===== src/verilog/mes_defs.vh =====
// Constants for the memory map decoder and operating environment selection.
// Assumes a 24-bit byte address from the CPU core bus and a 100 MHz clock.
`ifndef MES_DEFS_VH
`define MES_DEFS_VH

// Address space and field widths
`define MES_ADDR_W 24
`define MES_STRAP_W 3
`define MES_BLANK_W 2
`define MES_ENV_W 4
`define MES_ZONE_W 3

// Region bounds, inclusive
`define MES_PFLASH_LO 24'h000000
`define MES_PFLASH_HI 24'h03FFFF
`define MES_DFLASH_LO 24'h0E0000
`define MES_DFLASH_HI 24'h0E1FFF
`define MES_RAM_LO 24'h0EC000
`define MES_RAM_HI 24'h0EE7FF
`define MES_EXT1_LO 24'h400000
`define MES_EXT1_HI 24'h7FFFFF
`define MES_EXT2_LO 24'h800000
`define MES_EXT2_HI 24'hFEFFFF
`define MES_BIUP_LO 24'hFF0000
`define MES_BIUP_HI 24'hFFFAFF
`define MES_IOZ_LO 24'hFFFB00
`define MES_IOZ_HI 24'hFFFBFF
`define MES_PERI_LO 24'hFFFC00
`define MES_PERI_HI 24'hFFFFFF

// Largest external memory space, in bytes (12 Mbytes)
`define MES_EXT_LIMIT 24'hC00000

// Strap codes
`define MES_STRAP_IBOOT 3'h7
`define MES_STRAP_XBOOT 3'h3
`define MES_STRAP_ISP 3'h6
`define MES_STRAP_DEV 3'h0
`define MES_STRAP_RST 3'h7

// Environment codes, one-hot
`define MES_ENV_IBOOT 4'h1
`define MES_ENV_XBOOT 4'h2
`define MES_ENV_DEV 4'h4
`define MES_ENV_ISP 4'h8

// Bus-interface zone tags
`define MES_ZONE_S0 3'h0
`define MES_ZONE_S1 3'h1
`define MES_ZONE_S2 3'h2
`define MES_ZONE_IO 3'h3
`define MES_ZONE_NONE 3'h7

// Cycles from reset release until the synchronised straps are trusted
`define MES_SETTLE_CYC 2'h2

`endif


===== src/verilog/mes_sync2.v =====
// Two-stage synchroniser for a bundle of pin levels.
// Assumes the inputs are quasi-static levels from outside the clock domain.
`timescale 1ns/1ns
module mes_sync2 #(
    parameter W = 3,
    parameter [W-1:0] RST_VAL = {W{1'b0}}
) (
    // Clock and reset
    input wire clock,
    input wire rst_n,
    // Level in and out
    input wire [W-1:0] din,
    output wire [W-1:0] dout
);
    reg [W-1:0] meta_q;
    reg [W-1:0] sync_q;

    // First stage is read only by the second stage
    always @(posedge clock or negedge rst_n) begin
        if (!rst_n) begin
            meta_q <= RST_VAL;
            sync_q <= RST_VAL;
        end else begin
            meta_q <= din;
            sync_q <= meta_q;
        end
    end

    assign dout = sync_q;
endmodule // mes_sync2


===== src/verilog/mes_env_sel.v =====
// Combinational choice of the operating environment from straps and blank flags.
// Assumes both inputs are already synchronous to the system clock.
`timescale 1ns/1ns
`include "mes_defs.vh"
module mes_env_sel (
    // Inputs
    input wire [`MES_STRAP_W-1:0] strap,
    input wire [`MES_BLANK_W-1:0] blank_flags,
    // One-hot environment
    output reg [`MES_ENV_W-1:0] env
);
    wire flash_blank;

    // Program flash counts as unprogrammed only when every blank flag is set
    assign flash_blank = &blank_flags;

    // Straps with no defined meaning fall back to the pull-up behaviour
    always @* begin
        case (strap)
            `MES_STRAP_DEV: env = `MES_ENV_DEV;
            `MES_STRAP_ISP: env = `MES_ENV_ISP;
            `MES_STRAP_XBOOT: env = flash_blank ? `MES_ENV_ISP : `MES_ENV_XBOOT;
            `MES_STRAP_IBOOT: env = flash_blank ? `MES_ENV_ISP : `MES_ENV_IBOOT;
            default: env = flash_blank ? `MES_ENV_ISP : `MES_ENV_IBOOT;
        endcase
    end
endmodule // mes_env_sel


===== src/verilog/mes_top.v =====
// Memory map decoder with operating environment selection.
// Assumes strap pins are asynchronous, blank flags come from on-chip flash logic on
// the same clock, and the CPU presents one request per cycle with a stable address.
`timescale 1ns/1ns
`include "mes_defs.vh"

// Summary of operation
// - Decode one flat 16-Mbyte address space
// - Tag every decoded region with its zone; RAM and both peripheral ranges get no zone
// - 000000h-03FFFFh is program flash, zone 0
// - 0E0000h-0E1FFFh is data flash, zone 0
// - Zone 0 goes external in development environment
// - 400000h-7FFFFFh is external zone 1
// - 800000h-FEFFFFh is external zone 2
// - FFFC00h-FFFFFFh is peripherals, no zone
// - Environment sets external support and vector
// - External memory space limited to 12 Mbytes
// - Environment from straps plus flash blank flags
// - Floating straps read ones via pull-ups
// - Strap 111 internal boot, blank gives IN_SYSTEM_PROGRAMMING_ENVIRONMENT
// - Strap 011 external boot, blank gives IN_SYSTEM_PROGRAMMING_ENVIRONMENT
// - Strap 110 always in-system programming
// - Strap 000 development, flash disabled, external
module mes_top (
    // Clock and reset
    input wire clock,
    input wire rst_n,
    // Strap pins and flash blank flags
    input wire [`MES_STRAP_W-1:0] environment_strap_pins,
    input wire [`MES_BLANK_W-1:0] flash_blank_flags,
    // CPU core bus request
    input wire cpu_req,
    input wire cpu_wr,
    input wire [`MES_ADDR_W-1:0] cpu_addr,
    // Environment state
    output reg [`MES_ENV_W-1:0] env_q,
    output reg env_valid_q,
    output reg ext_mem_enable_q,
    output reg reset_vector_isp_q,
    output reg flash_disable_q,
    // Decode result, one cycle after the request
    output reg dec_valid_q,
    output reg dec_wr_q,
    output reg [`MES_ZONE_W-1:0] dec_zone_q,
    output reg sel_prog_flash_q,
    output reg sel_data_flash_q,
    output reg sel_ram_q,
    output reg sel_ext_q,
    output reg sel_bus_ctl_periph_q,
    output reg sel_io_zone_q,
    output reg sel_periph_q,
    output reg dec_reserved_q,
    output reg dec_refused_q,
    output reg [`MES_ADDR_W-1:0] ext_addr_q
);
    // Start-up sequencer states
    localparam [2:0] ST_SETTLE = 3'h1;
    localparam [2:0] ST_CAPTURE = 3'h2;
    localparam [2:0] ST_RUN = 3'h4;

    // Region indices for the decode vector
    localparam RG_PFLASH = 0;
    localparam RG_DFLASH = 1;
    localparam RG_RAM = 2;
    localparam RG_EXT1 = 3;
    localparam RG_EXT2 = 4;
    localparam RG_BIUP = 5;
    localparam RG_IOZ = 6;
    localparam RG_PERI = 7;
    localparam NRG = 8;

    reg [2:0] state_q;
    reg [2:0] state_d;
    reg [1:0] settle_q;
    wire [`MES_STRAP_W-1:0] strap_sync;
    wire [`MES_ENV_W-1:0] env_pick;
    wire [NRG-1:0] hit;
    wire [`MES_ADDR_W-1:0] lo_tab [0:NRG-1];
    wire [`MES_ADDR_W-1:0] hi_tab [0:NRG-1];
    wire is_dev;
    wire zone0_hit;
    wire ext_route;
    wire ext_ok;
    wire [`MES_ADDR_W-1:0] ext_off;
    reg [`MES_ZONE_W-1:0] zone_d;
    // Accepted request and next values of the decode registers
    wire take;
    reg dec_valid_d;
    reg dec_wr_d;
    reg sel_prog_flash_d;
    reg sel_data_flash_d;
    reg sel_ram_d;
    reg sel_ext_d;
    reg sel_bus_ctl_periph_d;
    reg sel_io_zone_d;
    reg sel_periph_d;
    reg dec_reserved_d;
    reg dec_refused_d;
    reg [`MES_ADDR_W-1:0] ext_addr_d;

    // True when addr lies inside the inclusive range lo..hi
    function in_range;
        input [`MES_ADDR_W-1:0] addr;
        input [`MES_ADDR_W-1:0] lo;
        input [`MES_ADDR_W-1:0] hi;
        begin
            in_range = (addr >= lo) && (addr <= hi);
        end
    endfunction

    // External memory is supported only where the environment brings out the bus
    function ext_supported;
        input [`MES_ENV_W-1:0] env;
        begin
            ext_supported = (env == `MES_ENV_XBOOT) || (env == `MES_ENV_DEV);
        end
    endfunction

    // Reset vector goes to the programming code space only in that environment
    function vector_to_isp;
        input [`MES_ENV_W-1:0] env;
        begin
            vector_to_isp = (env == `MES_ENV_ISP);
        end
    endfunction

    // Development environment turns the on-chip flash off
    function flash_off;
        input [`MES_ENV_W-1:0] env;
        begin
            flash_off = (env == `MES_ENV_DEV);
        end
    endfunction

    // Straps reset to all ones, as floating pins pulled up would read
    mes_sync2 #(
        .W(`MES_STRAP_W),
        .RST_VAL(`MES_STRAP_RST)
    ) u_strap_sync (
        .clock(clock),
        .rst_n(rst_n),
        .din(environment_strap_pins),
        .dout(strap_sync)
    );

    // Environment from synchronised straps and blank flags
    mes_env_sel u_env_sel (
        .strap(strap_sync),
        .blank_flags(flash_blank_flags),
        .env(env_pick)
    );

    // Region table
    assign lo_tab[RG_PFLASH] = `MES_PFLASH_LO;
    assign hi_tab[RG_PFLASH] = `MES_PFLASH_HI;
    assign lo_tab[RG_DFLASH] = `MES_DFLASH_LO;
    assign hi_tab[RG_DFLASH] = `MES_DFLASH_HI;
    assign lo_tab[RG_RAM] = `MES_RAM_LO;
    assign hi_tab[RG_RAM] = `MES_RAM_HI;
    assign lo_tab[RG_EXT1] = `MES_EXT1_LO;
    assign hi_tab[RG_EXT1] = `MES_EXT1_HI;
    assign lo_tab[RG_EXT2] = `MES_EXT2_LO;
    assign hi_tab[RG_EXT2] = `MES_EXT2_HI;
    assign lo_tab[RG_BIUP] = `MES_BIUP_LO;
    assign hi_tab[RG_BIUP] = `MES_BIUP_HI;
    assign lo_tab[RG_IOZ] = `MES_IOZ_LO;
    assign hi_tab[RG_IOZ] = `MES_IOZ_HI;
    assign lo_tab[RG_PERI] = `MES_PERI_LO;
    assign hi_tab[RG_PERI] = `MES_PERI_HI;

    // One comparator pair per region over the full 24-bit space
    genvar gi;
    generate
        for (gi = 0; gi < NRG; gi = gi + 1) begin : g_hit
            assign hit[gi] = in_range(cpu_addr, lo_tab[gi], hi_tab[gi]);
        end
    endgenerate

    // Start-up sequencer: wait for the synchroniser, capture once, then run
    // Three settle edges let both synchroniser stages fill before capture
    always @* begin
        case (state_q)
            ST_SETTLE: state_d = (settle_q == `MES_SETTLE_CYC) ? ST_CAPTURE : ST_SETTLE;
            ST_CAPTURE: state_d = ST_RUN;
            ST_RUN: state_d = ST_RUN;
            default: state_d = ST_SETTLE;
        endcase
    end

    // Sequencer state and settle count
    always @(posedge clock or negedge rst_n) begin
        if (!rst_n) begin
            state_q <= ST_SETTLE;
            settle_q <= 2'h0;
        end else begin
            state_q <= state_d;
            if (state_q == ST_SETTLE) begin
                settle_q <= settle_q + 2'h1;
            end
        end
    end

    // Environment capture happens exactly once per reset
    // Blank flags share this clock, so they are read without a synchroniser
    always @(posedge clock or negedge rst_n) begin
        if (!rst_n) begin
            env_q <= `MES_ENV_IBOOT;
            env_valid_q <= 1'b0;
            ext_mem_enable_q <= 1'b0;
            reset_vector_isp_q <= 1'b0;
            flash_disable_q <= 1'b0;
        end else if (state_q == ST_CAPTURE) begin
            env_q <= env_pick;
            env_valid_q <= 1'b1;
            ext_mem_enable_q <= ext_supported(env_pick);
            reset_vector_isp_q <= vector_to_isp(env_pick);
            flash_disable_q <= flash_off(env_pick);
        end
    end

    // Routing of zone 0 and external zones
    // The offset compare holds every external route under the size ceiling
    assign is_dev = flash_disable_q;
    assign zone0_hit = hit[RG_PFLASH] | hit[RG_DFLASH];
    assign ext_route = hit[RG_EXT1] | hit[RG_EXT2] | (zone0_hit & is_dev);
    assign ext_off = (hit[RG_EXT1] | hit[RG_EXT2]) ?
                     (cpu_addr - `MES_EXT1_LO) : cpu_addr;
    assign ext_ok = ext_mem_enable_q && (ext_off < `MES_EXT_LIMIT);

    // Zone tag for the decoded region
    always @* begin
        if (zone0_hit) begin
            zone_d = `MES_ZONE_S0;
        end else if (hit[RG_EXT1]) begin
            zone_d = `MES_ZONE_S1;
        end else if (hit[RG_EXT2]) begin
            zone_d = `MES_ZONE_S2;
        end else if (hit[RG_IOZ]) begin
            zone_d = `MES_ZONE_IO;
        end else begin
            zone_d = `MES_ZONE_NONE;
        end
    end

    // Requests before the environment is known are ignored
    assign take = cpu_req & env_valid_q;

    // Next decode result; at most one select per accepted request
    always @* begin
        dec_valid_d = take;
        dec_wr_d = take & cpu_wr;
        // Internal flash only serves zone 0 outside development
        sel_prog_flash_d = take & hit[RG_PFLASH] & ~is_dev;
        sel_data_flash_d = take & hit[RG_DFLASH] & ~is_dev;
        sel_ram_d = take & hit[RG_RAM];
        sel_ext_d = take & ext_route & ext_ok;
        sel_bus_ctl_periph_d = take & hit[RG_BIUP];
        sel_io_zone_d = take & hit[RG_IOZ];
        sel_periph_d = take & hit[RG_PERI];
        // Unlisted ranges select nothing and are flagged
        dec_reserved_d = take & ~(|hit);
        // External access in an environment without external memory
        dec_refused_d = take & ext_route & ~ext_ok;
        ext_addr_d = ext_route ? ext_off : 24'h000000;
    end

    // Registered decode, one cycle after the request
    always @(posedge clock or negedge rst_n) begin
        if (!rst_n) begin
            dec_valid_q <= 1'b0;
            dec_wr_q <= 1'b0;
            dec_zone_q <= `MES_ZONE_NONE;
            sel_prog_flash_q <= 1'b0;
            sel_data_flash_q <= 1'b0;
            sel_ram_q <= 1'b0;
            sel_ext_q <= 1'b0;
            sel_bus_ctl_periph_q <= 1'b0;
            sel_io_zone_q <= 1'b0;
            sel_periph_q <= 1'b0;
            dec_reserved_q <= 1'b0;
            dec_refused_q <= 1'b0;
            ext_addr_q <= 24'h000000;
        end else begin
            dec_valid_q <= dec_valid_d;
            dec_wr_q <= dec_wr_d;
            dec_zone_q <= zone_d;
            sel_prog_flash_q <= sel_prog_flash_d;
            sel_data_flash_q <= sel_data_flash_d;
            sel_ram_q <= sel_ram_d;
            sel_ext_q <= sel_ext_d;
            sel_bus_ctl_periph_q <= sel_bus_ctl_periph_d;
            sel_io_zone_q <= sel_io_zone_d;
            sel_periph_q <= sel_periph_d;
            dec_reserved_q <= dec_reserved_d;
            dec_refused_q <= dec_refused_d;
            ext_addr_q <= ext_addr_d;
        end
    end
endmodule // mes_top


===== config.mk =====
export PLATFORM = sky130hd
export DESIGN_NAME = mes_top
export DESIGN_NICKNAME = d
export VERILOG_FILES = /design/src/verilog/mes_sync2.v /design/src/verilog/mes_env_sel.v /design/src/verilog/mes_top.v
export VERILOG_INCLUDE_DIRS = /design/src /design/src/verilog
export SDC_FILE = /design/constraint.sdc
export NUM_CORES = 1
export LEC_CHECK = 0
export BUFFER_PORTS_ARGS = -buffer_cell sky130_fd_sc_hd__buf_2
export CORE_ASPECT_RATIO = 1.2
export CORE_MARGIN = 4
export CORE_UTILIZATION = 45
export CTS_CLUSTER_SIZE = 25
export DETAILED_ROUTE_END_ITERATION = 10
export MAX_ROUTING_LAYER = met4
export PLACE_DENSITY = 0.81
export SETUP_SLACK_MARGIN = 0.5
export SYNTH_ARGS = -nofsm -noshare
export SYNTH_HDL_FRONTEND = slang
export SYNTH_SLANG_ARGS = --single-unit

===== constraint.sdc =====
create_clock -name clock -period 3.32 [get_ports clock]
set_input_delay 0 -clock clock [delete_from_list [all_inputs] [get_ports clock]]
set_output_delay 0 -clock clock [all_outputs]
set_load 0.01 [all_outputs]

==> impl_results.md <==
* Worst skew pair latency at about 0.33 ns
* I/O pin count at approximately 80
* Area Growth Syn to Fin at 41.7%
* Via-to-Cell Ratio at approximately 5.1
* Cell area after layout at 0.00325 sq mm
* Seq/Total Area, Yosys at 0.628
* Final Skew at slightly below 0.01 ns
* Power Internal at between 1000 and 1500 uW
* Distinct cells, synth at 40
* Initial antenna violation count at 0
* Switching part of the total at 0.238
* Vias in the first global route at approximately 2,000
* CP bufs+invs at 4
* Area leader, netlist: dfrtp_1
* WL/cell at 16.0 microns
* Post-DP Area at 0.00275 sq mm
* Cells after synthesis at 191
* Fin. max-slew vios at 0
* Max Cap Violations at 0
* H-tree depth at 3
* Ys Warns at 0
* Final hold violation count at 0
* Clock share of power at 0.404
* Area of the mapped netlist at approximately 0.0023 sq mm
* Most frequent cells in the layout: buf_2 (78), dfrtp_1 (46), dlygate4sd3_1 (30)
* Kind of critical path: primary input to flip-flop
* R2r setup slk at around 1.9 ns
* Die H at ~86 microns
* Min Clock Period, post-route at roughly 2.3 ns
* Slowest library cell on the worst path: dlygate4sd3_1
* Critical path, cell by cell: dlygate4sd3_1, buf_2, inv_1, ha_1, nand4_1, or4_4, o31ai_4, a211oi_2, buf_4, a211oi_1
* Delay-heaviest family, CP: buffers and inverters
* Core Region at around 0.0049 sq mm
* DRT Wirelength at roughly 6000 microns
* Power per cell area at between 400 and 500 mW/mm^2
* Hold Path Sink: env_q[0]$_DFFE_PN1N_
* Slack of the critical path at ~1 ns
* Reg2reg path depth at 5
* Total track usage at 0.212
* TritonCTS clock tree: yes
* Post-layout nets at 347
* Final period util at 0.700
* Post-synth top area share at 0.502
* Comb power frac at 0.121
* Mapped Avg Cell Area at 12.0 sq um
* Rows at 28
* Outcome: finished, final reports clean
* CTS resizes at 0
* Setup bufs post-CTS at 0
* Critical path data required time at around 3.5 ns
* I/O Buffers at 78
* Largest net degree at the start of global routing at 31
* DRT Pass-1 Iters at 4
* Fmax at around 0.43 GHz
* Worst Hold Class: primary input to flip-flop
* Pre-CTS WS at 1.23 ns
* Worst Setup Start Kind: primary input
* Clock Pin Slew Worst Setup and Hold Paths at 0.06 ns
* Critical Path AT at 2.55 ns
* Die width at between 70 and 80 microns
* CP max stage delay at ~0.55 ns
* Total die area at between 0.006 and 0.007 sq mm
* Starting density of the core at 0.464
* Commonest non-fill, non-tap cell in the layout: buf_2
* Clock sinks at 57
* WHS at about 0.036 ns
* Ant. Diodes at 0
* Final HPWL DP at between 3000 and 4000 microns
* Sequential Power Share at 0.475
* Syn Nets at ~230
* FF+latch count, synth at 57
* Hold Path Stages at 4
* Total grt overflow at 0
* Final TNS setup at 0 ns
* Clk buf depth at 2
* RePlAce Congestion at between 0.8 and 0.9
* CTS Hold Bufs at 30
* Root Buffer: clkbuf_8
* First-pass GRT wire length at roughly 9600 microns
* Crit. End Element: flip-flop
* Synth area leaders: dfrtp_1 (50%), dfstp_2 (13%), nor2b_1 (5.5%), nand2_1 (4.1%), ha_1 (2.7%)
* RSZ-0062 raised after global routing: false
* Routed vias at between 1,500 and 2,000
* Starting DRT DRC Count at a little over 70
* Switching power at 376 uW
* R2r startpoint: flash_disable_q$_DFFE_PN0N_
* Reg2reg end: sel_ext_q$_DFF_PN0_
* Crit Path Max Fanout at 25
* Setup Viol. Count Final at 0
* CTS buffer count at 9
* Share of cells above drive strength 1 at 0.361
* Antenna viol nets, final at 0
* Worst-Margin Slew at 0.644 ns
* Rel. slew slack at 0.570
* Peak supply drop at 338 uV
* Hold Crit Start: flash_blank_flags[1]
* P_leak at around 0.0016 uW
* Remaining routing DRC violations at 0
## registers in the layout, summed over array words and instances (netlist names), 2 cells and up
name,cells
dec_zone_q,3
env_q,4
ext_addr_q,24
settle_q,2
state_q,3
u_strap_sync.dout,3
u_strap_sync.meta_q,3
## through the flow
stage          power (uW)  cells  utilization
6_report             1580    373        0.658
5_1_grt              1660    373        0.658
4_1_cts              1590    373        0.658
3_5_place_dp          925    328        0.557
3_3_place_gp          919    328        0.557
2_1_floorplan         835    191            -
## power groups by stage
stage	Combinational, uW	Sequential (uW)	Clock [uW]
after floorplan	56.2	779	0
after global placement	159	760	0
after detailed placement	164	762	0
after CTS	192	750	651
after global routing	212	754	695
final	192	751	639
## synth_stat cells
cell type	instances
dfrtp_1	46
nand2_1	25
nor2b_1	20
dfstp_2	11
nor2_1	9
inv_1	7
nor4_1	6
ha_1	5
o21ai_0	5
and3_1	4
nand3_1	4
nand4_1	4
nor3b_1	4
a21oi_1	3
and2b_1	3
nand2b_1	3
nor3_1	3
a31oi_1	2
and2_1	2
mux2i_1	2
nor4b_1	2
o211ai_1	2
xnor2_1	2
a211oi_1	1
a211oi_2	1
a21o_4	1
a311oi_2	1
a32o_1	1
and4_1	1
buf_2	1
buf_6	1
clkbuf_1	1
nor4_2	1
o21ai_4	1
o31ai_1	1
o31ai_4	1
o41ai_1	1
or3_1	1
or4_4	1
or4b_2	1
## logic make-up after synthesis
logic type                 synth area share
and+or+nand+nor                       0.229
DFF                                   0.628
AOI/OAI and AO/OA                    0.0791
buffers and inverters                0.0202
adders and majority gates            0.0273
xor gates and xnor gates            0.00764
muxes                               0.00873
## area by class of cell
cell class | instances | area (sq um)
sequential | 57 | 1440
fill | 367 | 1690
timing repair buffer | 110 | 706
inverter | 7 | 26.3
clock buffer | 12 | 155
clock inverter | 3 | 40.0
tap | 60 | 75.1
multi-input combinational | 124 | 807
## worst max path at each step
stage / to / cells after the start / startpoint / slack [ns]
global route: ext_addr_q[23]$_DFF_PN0_ / 10 / cpu_addr[23] / 0.85
floorplan: dec_refused_q$_DFF_PN0_ / 8 / cpu_addr[23] / 1.58
global placement: sel_ext_q$_DFF_PN0_ / 10 / cpu_addr[23] / 1.32
finish: ext_addr_q[23]$_DFF_PN0_ / 10 / cpu_addr[23] / 1.0
detailed placement: ext_addr_q[23]$_DFF_PN0_ / 9 / cpu_addr[23] / 1.23
CTS: ext_addr_q[23]$_DFF_PN0_ / 10 / cpu_addr[23] / 1.01
## per-layer routing
| metal | global-route usage | wire, microns | vias up |
|---|---|---|---|
| met2 | 0.366 | 3140 | 74 |
| met1 | 0.216 | 2250 | 907 |
| met4 | 0.0721 | 64 | 0 |
| met3 | 0.0824 | 527 | 8 |
| met5 | - | 0 | - |
| li1 | - | - | 897 |
## worst min-delay path: stages
cell and delay [ns]:
buf_2 0.07, nand2_1 0.10, o211ai_1 0.11, o21ai_0 0.08
No activity file was read; power rests on OpenSTA's default activity.
